<file path="src/bhr_pkg.sv">
// constants for the banked host i/o register window
// assumes a 16-byte window seen as four aligned 32-bit dwords with byte lanes
package bhr_pkg;

    // rw register table: index, bank, byte offset of the half-word, reset value
    localparam int N_RW      = 10;
    localparam int R_BASE    = 0;
    localparam int R_WMARK   = 1;
    localparam int R_BURST   = 2;
    localparam int R_MAC_LO  = 3;
    localparam int R_MAC_MID = 4;
    localparam int R_MAC_HI  = 5;
    localparam int R_IBC     = 6;
    localparam int R_GRST    = 7;
    localparam int R_BCFG    = 8;
    localparam int R_PROM    = 9;

    localparam logic [15:0] RW_BANK [N_RW] = '{16'h0000, 16'h0000, 16'h0000,
                                               16'h0002, 16'h0002, 16'h0002,
                                               16'h0003, 16'h0003, 16'h0003,
                                               16'h0003};
    localparam logic [3:0]  RW_OFF  [N_RW] = '{4'h0, 4'h4, 4'h8, 4'h0, 4'h2,
                                               4'h4, 4'h0, 4'h6, 4'h8, 4'h2};
    localparam logic [15:0] RW_RESET [N_RW] = '{16'h0000, 16'h0000, 16'h0000,
                                                16'h0000, 16'h0000, 16'h0000,
                                                16'h0000, 16'h0000, 16'h0000,
                                                16'h0000};

    // status and read-only locations
    localparam logic [15:0] ERR_BANK      = 16'h0000;
    localparam logic [3:0]  ERR_OFF       = 4'h6;
    localparam logic [15:0] BIST_BANK     = 16'h0003;
    localparam logic [3:0]  BIST_OFF      = 4'h4;

    // bank selector, present in every bank
    localparam logic [3:0]  BSEL_OFF      = 4'hE;
    localparam logic [15:0] BSEL_RESET    = 16'h0000;

    // serial prom control: low bits writable, one bit reflects the prom data pin
    localparam logic [15:0] PROM_RW_MASK  = 16'h000F;
    localparam int          PROM_IN_BIT   = 4;
    localparam int          GRST_BIT      = 0;

    // packet data path
    localparam logic [15:0] PKT_BANK      = 16'h0011;
    localparam logic [3:0]  PKT_PTR_OFF   = 4'h4;
    localparam logic [1:0]  PKT_DATA_DW   = 2'h2;
    localparam int          PKT_AW        = 4;
    localparam int          PKT_DEPTH     = 16;

endpackage : bhr_pkg

</file>
<file path="src/bhr_io_window.sv">
// banked host i/o register window: sixteen byte locations, bank selector on top
// assumes io_rd and io_wr are one-cycle strobes, never both in one cycle, and
// io_addr carries address bits 3:2 with lanes picked by byte_lane_enables_n
`timescale 1ns/1ps
`default_nettype none

module bhr_io_window (
    // clock and reset
    input  wire logic        clock,
    input  wire logic        rst_n,
    // host bus
    input  wire logic [1:0]  io_addr,
    input  wire logic [3:0]  byte_lane_enables_n,
    input  wire logic        io_rd,
    input  wire logic        io_wr,
    input  wire logic [31:0] io_data_in,
    output logic      [31:0] io_data_out,
    output logic             io_data_oe,
    // device status inputs
    input  wire logic [15:0] bus_error_set,
    input  wire logic [15:0] memory_selftest_info,
    input  wire logic        prom_data_in,
    // configuration outputs
    output logic      [15:0] bank_selector,
    output logic      [15:0] io_base_address,
    output logic      [47:0] station_address,
    output logic      [15:0] rx_flow_watermark,
    output logic      [15:0] host_burst_length,
    output logic      [15:0] internal_bus_control,
    output logic      [15:0] host_bus_configuration,
    output logic      [3:0]  serial_prom_control,
    output logic             global_soft_reset,
    // packet store core port
    input  wire logic        core_pkt_we,
    input  wire logic [3:0]  core_pkt_addr,
    input  wire logic [31:0] core_pkt_wdata,
    output logic      [31:0] core_pkt_rdata
);

    ////////////////////////////////////////////////////////////////////////////
    // address decode

    logic [3:0]  off_half [2];
    logic [1:0]  lane_half [2];
    logic [15:0] data_half [2];
    logic [3:0]  lanes;
    logic [15:0] bank_q;
    logic        pkt_hit;
    logic        pkt_ptr_hit;

    assign lanes        = ~byte_lane_enables_n;
    assign off_half[0]  = {io_addr, 2'b00};
    assign off_half[1]  = {io_addr, 2'b10};
    assign lane_half[0] = lanes[1:0];
    assign lane_half[1] = lanes[3:2];
    assign data_half[0] = io_data_in[15:0];
    assign data_half[1] = io_data_in[31:16];

    assign pkt_hit     = (bank_q == bhr_pkg::PKT_BANK) &&
                         (io_addr == bhr_pkg::PKT_DATA_DW) && (lanes != 4'h0);
    assign pkt_ptr_hit = (bank_q == bhr_pkg::PKT_BANK) &&
                         (off_half[0] == bhr_pkg::PKT_PTR_OFF);

    ////////////////////////////////////////////////////////////////////////////
    // read-write registers

    logic [1:0]  rw_we [bhr_pkg::N_RW];
    logic [15:0] rw_wd [bhr_pkg::N_RW];
    logic [15:0] rw_q  [bhr_pkg::N_RW];
    logic [1:0]  bsel_we;
    logic [1:0]  err_clr;

    always_comb
    begin
        bsel_we = 2'b00;
        err_clr = 2'b00;
        for (int i = 0; i < bhr_pkg::N_RW; i++)
        begin
            rw_we[i] = 2'b00;
            rw_wd[i] = 16'h0000;
        end
        for (int h = 0; h < 2; h++)
        begin
            if (io_wr && off_half[h] == bhr_pkg::BSEL_OFF)
            begin
                bsel_we = lane_half[h];
            end
            if (io_wr && bank_q == bhr_pkg::ERR_BANK && off_half[h] == bhr_pkg::ERR_OFF)
            begin
                err_clr = lane_half[h];
            end
            for (int i = 0; i < bhr_pkg::N_RW; i++)
            begin
                if (io_wr && bank_q == bhr_pkg::RW_BANK[i] &&
                    off_half[h] == bhr_pkg::RW_OFF[i])
                begin
                    rw_we[i] = lane_half[h];
                    rw_wd[i] = data_half[h];
                end
            end
        end
    end

    generate
        for (genvar g = 0; g < bhr_pkg::N_RW; g++)
        begin : g_rw
            bhr_lane_reg #(
                .RESET (bhr_pkg::RW_RESET[g])
            ) u_reg (
                .clock (clock),
                .rst_n (rst_n),
                .we    (rw_we[g]),
                .wdata (rw_wd[g]),
                .q     (rw_q[g])
            );
        end
    endgenerate

    bhr_lane_reg #(
        .RESET (bhr_pkg::BSEL_RESET)
    ) u_bank_sel (
        .clock (clock),
        .rst_n (rst_n),
        .we    (bsel_we),
        .wdata (io_data_in[31:16]),
        .q     (bank_q)
    );

    ////////////////////////////////////////////////////////////////////////////
    // bus error status: hardware sets, host writes one to clear, set wins

    logic [15:0] err_q;
    logic [15:0] err_clr_bits;

    assign err_clr_bits = ({{8{err_clr[1]}}, {8{err_clr[0]}}} &
                           (off_half[1] == bhr_pkg::ERR_OFF ? io_data_in[31:16]
                                                            : io_data_in[15:0]));

    always_ff @(posedge clock)
    begin
        if (!rst_n)
        begin
            err_q <= 16'h0000;
        end
        else
        begin
            err_q <= (err_q & ~err_clr_bits) | bus_error_set;
        end
    end

    ////////////////////////////////////////////////////////////////////////////
    // packet data path: pointer advances after every data access with at least one byte lane enabled

    logic [3:0]  pkt_ptr_q;
    logic [31:0] pkt_rdata;

    always_ff @(posedge clock)
    begin
        if (!rst_n)
        begin
            pkt_ptr_q <= 4'h0;
        end
        else if ((io_rd || io_wr) && pkt_hit)
        begin
            pkt_ptr_q <= pkt_ptr_q + 4'h1;
        end
        else if (io_wr && pkt_ptr_hit && lanes[0])
        begin
            pkt_ptr_q <= io_data_in[3:0];
        end
    end

    bhr_pkt_mem u_pkt (
        .clock   (clock),
        .a_en    ((io_rd || io_wr) && pkt_hit),
        .a_be    (lanes),
        .a_addr  (pkt_ptr_q),
        .a_wdata (io_data_in),
        .a_we    (io_wr),
        .a_rdata (pkt_rdata),
        .b_we    (core_pkt_we),
        .b_addr  (core_pkt_addr),
        .b_wdata (core_pkt_wdata),
        .b_rdata (core_pkt_rdata)
    );

    ////////////////////////////////////////////////////////////////////////////
    // read mux: unmapped and reserved half-words return zero

    logic [15:0] rd_half [2];

    always_comb
    begin
        for (int h = 0; h < 2; h++)
        begin
            rd_half[h] = 16'h0000;
            if (off_half[h] == bhr_pkg::BSEL_OFF)
            begin
                rd_half[h] = bank_q;
            end
            else if (bank_q == bhr_pkg::ERR_BANK && off_half[h] == bhr_pkg::ERR_OFF)
            begin
                rd_half[h] = err_q;
            end
            else if (bank_q == bhr_pkg::BIST_BANK && off_half[h] == bhr_pkg::BIST_OFF)
            begin
                rd_half[h] = memory_selftest_info;
            end
            else if (bank_q == bhr_pkg::PKT_BANK && off_half[h] == bhr_pkg::PKT_PTR_OFF)
            begin
                rd_half[h] = {12'h000, pkt_ptr_q};
            end
            for (int i = 0; i < bhr_pkg::N_RW; i++)
            begin
                if (bank_q == bhr_pkg::RW_BANK[i] && off_half[h] == bhr_pkg::RW_OFF[i])
                begin
                    rd_half[h] = rw_q[i];
                    if (i == bhr_pkg::R_PROM)
                    begin
                        rd_half[h] = rw_q[i] & bhr_pkg::PROM_RW_MASK;
                        rd_half[h][bhr_pkg::PROM_IN_BIT] = prom_data_in;
                    end
                end
            end
        end
    end

    logic [31:0] rd_q;
    logic [3:0]  rd_lanes_q;
    logic        rd_pkt_q;
    logic        rd_act_q;

    always_ff @(posedge clock)
    begin
        if (!rst_n)
        begin
            rd_q       <= 32'h0000_0000;
            rd_lanes_q <= 4'h0;
            rd_pkt_q   <= 1'b0;
            rd_act_q   <= 1'b0;
        end
        else
        begin
            rd_act_q <= io_rd;
            if (io_rd)
            begin
                rd_q       <= {rd_half[1], rd_half[0]};
                rd_lanes_q <= lanes;
                rd_pkt_q   <= pkt_hit;
            end
        end
    end

    logic [31:0] lane_mask;

    assign lane_mask   = {{8{rd_lanes_q[3]}}, {8{rd_lanes_q[2]}},
                          {8{rd_lanes_q[1]}}, {8{rd_lanes_q[0]}}};
    assign io_data_out = (rd_pkt_q ? pkt_rdata : rd_q) & lane_mask;
    assign io_data_oe  = rd_act_q;

    ////////////////////////////////////////////////////////////////////////////
    // configuration outputs

    assign bank_selector          = bank_q;
    assign io_base_address        = rw_q[bhr_pkg::R_BASE];
    assign rx_flow_watermark      = rw_q[bhr_pkg::R_WMARK];
    assign host_burst_length      = rw_q[bhr_pkg::R_BURST];
    assign station_address        = {rw_q[bhr_pkg::R_MAC_HI], rw_q[bhr_pkg::R_MAC_MID],
                                     rw_q[bhr_pkg::R_MAC_LO]};
    assign internal_bus_control   = rw_q[bhr_pkg::R_IBC];
    assign host_bus_configuration = rw_q[bhr_pkg::R_BCFG];
    assign serial_prom_control    = rw_q[bhr_pkg::R_PROM][3:0];
    assign global_soft_reset      = rw_q[bhr_pkg::R_GRST][bhr_pkg::GRST_BIT];
endmodule : bhr_io_window

`default_nettype wire

</file>
<file path="src/bhr_lane_reg.sv">
// one 16-bit register with two byte-lane write enables
// assumes lane enables are already decoded for this register
`timescale 1ns/1ps
`default_nettype none

module bhr_lane_reg #(
    parameter logic [15:0] RESET = 16'h0000
) (
    // clock and reset
    input  wire logic        clock,
    input  wire logic        rst_n,
    // write side
    input  wire logic [1:0]  we,
    input  wire logic [15:0] wdata,
    // value
    output logic      [15:0] q
);

    always_ff @(posedge clock)
    begin
        if (!rst_n)
        begin
            q <= RESET;
        end
        else
        begin
            if (we[0])
            begin
                q[7:0] <= wdata[7:0];
            end
            if (we[1])
            begin
                q[15:8] <= wdata[15:8];
            end
        end
    end

endmodule : bhr_lane_reg

`default_nettype wire

</file>
<file path="src/bhr_pkt_mem.sv">
// packet data store, host port with byte lanes and a core port, both registered reads
// assumes the host port wins when both ports write the same word in one cycle
`timescale 1ns/1ps
`default_nettype none

module bhr_pkt_mem (
    // clock
    input  wire logic                      clock,
    // host port
    input  wire logic                      a_en,
    input  wire logic [3:0]                a_be,
    input  wire logic [bhr_pkg::PKT_AW-1:0] a_addr,
    input  wire logic [31:0]               a_wdata,
    input  wire logic                      a_we,
    output logic      [31:0]               a_rdata,
    // core port
    input  wire logic                      b_we,
    input  wire logic [bhr_pkg::PKT_AW-1:0] b_addr,
    input  wire logic [31:0]               b_wdata,
    output logic      [31:0]               b_rdata
);

    logic [31:0] mem [bhr_pkg::PKT_DEPTH];

    always_ff @(posedge clock)
    begin
        if (b_we)
        begin
            mem[b_addr] <= b_wdata;
        end
        for (int i = 0; i < 4; i++)
        begin
            if (a_en && a_we && a_be[i])
            begin
                mem[a_addr][8*i +: 8] <= a_wdata[8*i +: 8];
            end
        end
    end

    always_ff @(posedge clock)
    begin
        if (a_en)
        begin
            a_rdata <= mem[a_addr];
        end
        b_rdata <= mem[b_addr];
    end

endmodule : bhr_pkt_mem

`default_nettype wire

</file>
<file path="config.mk">
export PLATFORM = sky130hd
export DESIGN_NAME = bhr_io_window
export DESIGN_NICKNAME = d
export VERILOG_FILES = /design/src/bhr_pkg.sv /design/src/bhr_io_window.sv /design/src/bhr_lane_reg.sv /design/src/bhr_pkt_mem.sv
export SDC_FILE = /design/constraint.sdc
export NUM_CORES = 2
export LEC_CHECK = 0
export BUFFER_PORTS_ARGS = -buffer_cell sky130_fd_sc_hd__buf_2
export CORE_UTILIZATION = 55
export CTS_BUF_LIST = sky130_fd_sc_hd__clkbuf_2 sky130_fd_sc_hd__clkbuf_4 sky130_fd_sc_hd__clkbuf_8
export CTS_CLUSTER_DIAMETER = 60
export DETAILED_ROUTE_END_ITERATION = 10
export PLACE_DENSITY = 0.78
export SLEW_MARGIN = 40
export SYNTH_ARGS = -nofsm -noshare
export SYNTH_HDL_FRONTEND = slang
export SYNTH_SLANG_ARGS = --single-unit
</file>
<file path="constraint.sdc">
create_clock -name clock -period 10.2 [get_ports clock]
set_clock_uncertainty 0.15 [all_clocks]
set_input_delay 0 -clock clock [delete_from_list [all_inputs] [get_ports clock]]
set_output_delay 0 -clock clock [all_outputs]
set_load 0.1 [all_outputs]
</file>
Yosys cells after proc, flatten, opt, wreduce, memory -nomap -nowiden

Memories as Yosys holds them, arrays and structs flattened. A register that Yosys moved wholly into a read port is not among the register bits.
Index checks and enable logic that the tools add are counted.

Reduce and logical (&&, ||, !) cells: 48
Equality and inequality tests: 6
Multiplexer cells: 59
Bitwise gates (word level): 6
Add/sub/neg operators: 1

Operator list:

| kind                                           | count |
|---|---|
| two-way mux 16 bit                             | 29 |
| logical AND 1 bit                              | 41 |
| AND 16 bit                                     | 2 |
| AND 32 bit                                     | 1 |
| == test 16 x 2 -> 1 bit, second input constant | 2 |
| two-way mux 32 bit                             | 1 |
| two-way mux 2 bit                              | 14 |
| == test 16 x 5 -> 1 bit, second input constant | 1 |
| logical NOT 16 bit                             | 1 |
| two-way mux 4 bit                              | 4 |
| inverter 16 bit                                | 1 |
| OR 16 bit                                      | 1 |
| two-way mux 1 bit                              | 11 |
| logical NOT 4 bit                              | 2 |
| adder 4 x 1 -> 4 bit, second input constant    | 1 |
| == test 2 bit, second input constant           | 2 |
| inverter 4 bit                                 | 1 |
| nonzero test 4 bit                             | 1 |
| == test 2 x 1 -> 1 bit, second input constant  | 1 |
| logical NOT 2 bit                              | 1 |
| nonzero test 2 bit                             | 1 |
| logical OR 1 bit                               | 1 |

Output and inout bits: 214
Logic and storage cells: 148
RAM bits: 512
Memories kept: 1
Input bits: 112
Bits in registers: 222

Memory list:

| name      | words | width | rd ports | clocked after memory_dff | write ports | line              | RTL |
|---|---|---|---|---|---|---|---|
| u_pkt.mem | 16    | 32    | 2        | 2                        | 2           | bhr_pkt_mem.sv:23 | `logic [31:0] mem [bhr_pkg::PKT_DEPTH];` |

Depth between registers and ports, before layout

Depth after elaboration: 11
Depth in mapped cells: 9
Depth with buffers taken out: 6

By module

From an unflattened synthesis, not the netlist that was laid out.

Cell total of the unflattened synthesis: 3245
Area total of the unflattened synthesis: 44283.7 sq um

Modules (own cells, without submodules):

| module        | cells an instance | sequential area each (sq um) | instances | area an instance (sq um) |
|---|---|---|---|---|
| bhr_pkt_mem   | 1890              | 16976.3                      | 1         | 31707.9 |
| bhr_lane_reg  | 51                | 320.3                        | 11        | 608.1 |
| bhr_io_window | 794               | 1161.1                       | 1         | 5886.9 |

Least setup slack after synthesis

No wires, ideal clock.

Path type: register -> register
Start point: register u_bank_sel.q[5]
End point: register pkt_ptr_q[0]
Period minus slack after synthesis: 3.396 ns
Stages on the path, launching flop included: 8
Data required time: 9.979 ns
Arrival: 3.176 ns
Setup slack: 6.804 ns
Path buffers: 1
Cell sequence: dfxtp_1 -> nor4_4 -> nand4b_2 -> or4_1 -> buf_6 -> inv_1 -> a22oi_1 -> a21boi_1

Longest elaborated chain between the ends: 5
Elaborated cells between the ends (all ways): 9

Ends and longest elaborated chain:

| what                                                    | line                                       | RTL |
|---|---|---|
| from (decl)                                             | bhr_lane_reg.sv:16                         | `output logic [15:0] q` |
| from (signal assigned)                                  | bhr_lane_reg.sv:29                         | `q[7:0] <= wdata[7:0];` |
| == test 16 x 5 -> 1 bit (*)                             | -                                          |  |
| logical AND 1 bit (on tied branches)                    | bhr_io_window.sv:59, bhr_io_window.sv:61   |  |
| logical AND 1 bit (on tied branches)                    | bhr_io_window.sv:60, bhr_io_window.sv:167  |  |
| logical AND 1 bit (on tied branches)                    | bhr_io_window.sv:163, bhr_io_window.sv:167 |  |
| two-way mux 4 bit or nonzero test 2 bit (tied branches) | -                                          |  |
| to (signal assigned)                                    | bhr_io_window.sv:165                       | `pkt_ptr_q <= pkt_ptr_q + 4'h1;` |
| to (signal assigned)                                    | bhr_io_window.sv:169                       | `pkt_ptr_q <= io_data_in[3:0];` |
| to (decl)                                               | bhr_io_window.sv:154                       | `logic [3:0] pkt_ptr_q;` |

Mark *: on every way between the ends. The rest lies on a longest branch, timed or not.
A chain may end at the register's enable or synchronous reset.

Final worst setup path

Start point: register u_bank_sel.q[8]
End point: register err_q[15]

Longest elaborated chain between the ends: 8

Ends and longest elaborated chain:

| what                   | line                 | RTL |
|---|---|---|
| from (signal assigned) | bhr_lane_reg.sv:33   | `q[15:8] <= wdata[15:8];` |
| logical NOT 16 bit     | -                    |  |
| logical AND 1 bit      | -                    |  |
| logical AND 1 bit      | bhr_io_window.sv:88  | `if (io_wr && bank_q == bhr_pkg::ERR_BANK && off_half[h] == bhr_pkg::ERR_OFF)` |
| two-way mux 2 bit      | bhr_io_window.sv:88  |  |
| AND 16 bit             | bhr_io_window.sv:135 | `assign err_clr_bits = ({{8{err_clr[1]}}, {8{err_clr[0]}}} &` |
| inverter 16 bit        | bhr_io_window.sv:147 | `err_q <= (err_q & ~err_clr_bits) \| bus_error_set;` |
| AND 16 bit             | bhr_io_window.sv:147 |  |
| OR 16 bit              | bhr_io_window.sv:147 |  |
| to (signal assigned)   | bhr_io_window.sv:147 |  |
| to (decl)              | bhr_io_window.sv:132 | `logic [15:0] err_q;` |

Every way passes these cells.

==> metrics.csv <==
stage;metric;value;unit
die;fp.dieH;281.8;µm
place;place.gp.congestion;0.9709;
synthesis;ys_seq_area_share;49.76;%
clock_network;post_cts.repair.setup_buffers;0;
critical_path;worst_setup_path_end_kind;register;
place;hpwl;98600;µm
die;ios;326;
critical_path;worstSetupStartpointType;register;
route;drc_errors;0;
timing;tightestPinTransition;892.1;ps
timing;slew_violations;0;
layout;seq_area;21440;µm²
global_route;grt_remaining_overflow;0;
timing;tns;0;ps
global_route;grt_antenna_before_repair;4;
place;dp_cells;4219;
job;max_cap_violations;0;
route;dr.pass1.iters;7;
clock_network;cts_tree;yes;
hold_path;hp-class;primary input to register;
timing;holdWs;45.77;ps
synthesis;synth_area_per_cell;14.17;µm²
critical_path;r2r_setup_slack;6130;ps
critical_path;arrival;4630;ps
place;placed_area;45630;µm²
clock_network;cts-buffers-inserted;138;
route;wl_per_cell;31.30;µm
route;vias_per_cell;6.835;
layout;fin_nets;3617;
power_and_ir_drop;seqPwrFrac;48.5;%
synthesis;synth_edf_count;544;
timing;hold_violations;0;
critical_path;path_max_fanout;18;
timing;maxSlewHeadroom;40.20;%
clock_network;h-tree-depth;4;
route;drt_wl_total;145600;µm
synthesis;synthArstFlopShare;0;%
place;io_buffers;325;
critical_path;cp.required;10750;ps
clock_network;insertion_delay;830;ps
route;drt_iter0_markers;4530;
layout;final_cell_count_no_fill;4653;
layout;fillers;5510;
route;ant_nets;0;
power_and_ir_drop;vdd_ir_drop_max;0.1150;mV
outcome;outcome;completed;
clock_network;cts.sinks;798;
die;die_w;281.8;µm
synthesis;netlist.area_leader.share;37.95;%
synthesis;yosys.area.top_type;edfxtp_1;
power_and_ir_drop;power_frac_clock;40.4;%
critical_path;worstSetupPathType;register to register;
synthesis;yosys_warnings;0;
layout;drive_above_1_share;43.25;%
power_and_ir_drop;power_density;146.5;nW/µm²
global_route;grt_pass1_vias;31670;
timing;fmax;0.2457;GHz
die;die_area;79390;µm²
synthesis;ys_types;73;
die;core_area;77470;µm²
power_and_ir_drop;p_comb_share;11.1;%
timing;setup_viol_count_final;0;
layout;area_delta_synth_final;16.79;%
global_route;grt_pass1_wl;211600;µm
synthesis;syn_area;43050;µm²
timing;min_period_over_period;39.91;%
clock_network;path_clk_slew;60;ps
layout;multi_input_area;20500;µm²
global_route;grt_max_degree;121;
timing;min_period;4071;ps
power_and_ir_drop;leakage;17.48;nW
synthesis;ys.flop_type;edfxtp_1;
layout;post-route-cell-area;50280;µm²
power_and_ir_drop;total_power;7.366;mW
power_and_ir_drop;p_sw;1.969;mW
die;rows;102;
synthesis;netlist_top_cells_area;edfxtp_1 38%, mux4_2 17%, mux2_2 13%;
die;start_util;55.57;%
clock_network;cts.root.buffer_cell;clkbuf_8;
power_and_ir_drop;p_sw_share;26.73;%
power_and_ir_drop;internal_power;5.397;mW
timing;grt_setup_unrepaired;false;
synthesis;synth_cells;3038;
synthesis;synth_nets;3154;
global_route;grt_use_total;36.93;%
route;route.vias.total;31800;
synthesis;ys_ff_latch;798;
clock_network;clockBufferDepth;3;
==> area by class of cell <==
type                    count  area share, %
diodes                      4        0.01991
clock buffers             195          4.791
clock inverters            53         0.7142
inverters                  13        0.09706
multi-input cells        1956          40.78
flip-flops and latches    798          42.64
well taps                1040          2.588
repair buffers            594          8.369
==> cells in the final DEF (no fill, tap or decap), types with 46 or more instances in the layout <==
cell type        n
edfxtp_1       544
mux2_2         480
buf_2          322
mux4_2         320
nand2_1        287
dfxtp_1        249
dlygate4sd3_1  180
clkbuf_8       152
a21boi_0       118
nor2b_1        107
o21ai_0         88
mux2i_1         86
buf_4           79
nand3_1         46
==> routing by layer <==
metal,track usage [%],vias to the layer above,part of all wire (%)
met5,0,-,0.018
met4,22.24,4,6.7
met3,8.643,588,11
met2,57.79,2494,47
met1,46.89,15870,35
li1,-,12840,-
==> sequential cells by signal, indices dropped and copies added (netlist names) <==
name / cells
err_q: 16
g_rw.u_reg.q: 148
io_data_oe: 1
pkt_ptr_q: 4
rd_lanes_q: 4
rd_pkt_q: 1
rd_q: 32
u_bank_sel.q: 16
u_pkt.a_rdata: 32
u_pkt.b_rdata: 32
u_pkt.mem: 512
==> worst paths after layout <==
path              depth (start not counted)             endpoint                      from
setup / recovery                          8            err_q[15]           u_bank_sel.q[8]
hold / removal                            5             rd_q[13]  memory_selftest_info[13]
setup reg to reg                          8            err_q[15]           u_bank_sel.q[8]
hold reg to reg                           2  g_rw[7].u_reg.q[15]       g_rw[7].u_reg.q[15]
==> through the flow <==
stage / utilization, % / worst slack [ps]
after floorplan: - / 6804
after global placement: 58.73 / 6460
after detailed placement: 58.90 / 6381
after CTS: 64.79 / 6364
after global routing: 64.89 / 6129
final: 64.90 / 6129
==> power by group through the flow <==
| stage | Combinational, mW | Clock [mW] | Sequential (mW) |
|---|---|---|---|
| floorplan | 0.382 | 0 | 3.77 |
| global route | 0.844 | 3.14 | 3.58 |
| detailed placement | 0.741 | 0 | 3.64 |
| global placement | 0.721 | 0 | 3.63 |
| CTS | 0.800 | 2.99 | 3.57 |
| finish | 0.816 | 2.98 | 3.57 |
==> critical path, cell delays in order (launching register included) <==
cell,delay (ps)
dfxtp_1,360
nor4_4,750
nand3_2,600
nor2_1,560
nand4_1,180
a21oi_1,170
dlygate4sd3_1,560
nor2b_1,40
dlygate4sd3_1,560
==> cells in the mapped netlist, drive strengths merged (3+ instances only) <==
cell	count
ha	4
a31oi	7
mux2i	86
nor3b	3
nand4	17
a221oi	10
or4	6
dfxtp	254
buf	62
o2bb2ai	6
a22o	12
nand3	49
nand2b	6
inv	13
o21ai	103
o221a	7
nor3	10
o211ai	4
clkbuf	209
nand3b	3
a21oi	25
o22ai	6
nor4	10
mux2	512
o221ai	5
a222oi	7
a21boi	122
o211a	8
nor2	113
o21a	11
o2111a	4
or2	3
edfxtp	544
a22oi	35
or3	4
and2	9
mux4	320
nand2	291
nor2b	109
and4	4
and3	8
==> logic make-up after synthesis <==
group | after synthesis | share of synthesized area (%)
AOI/OAI and AO/OA | 384 | 6.232
xor gates and xnor gates | 1 | 0.02035
adders and majority gates | 4 | 0.1163
buffers and inverters | 284 | 2.732
DFF | 798 | 49.76
muxes | 918 | 32.14
and+or+nand+nor | 649 | 9.002
==> what timing repair did <==
| action | in CTS | in global routing |
|---|---|---|
| hold buffers | 180 | 0 |
| endpoints found under the hold margin | 910 | 0 |
| gates resized for setup | 0 | 0 |
Power figures use the tool's default switching activity.
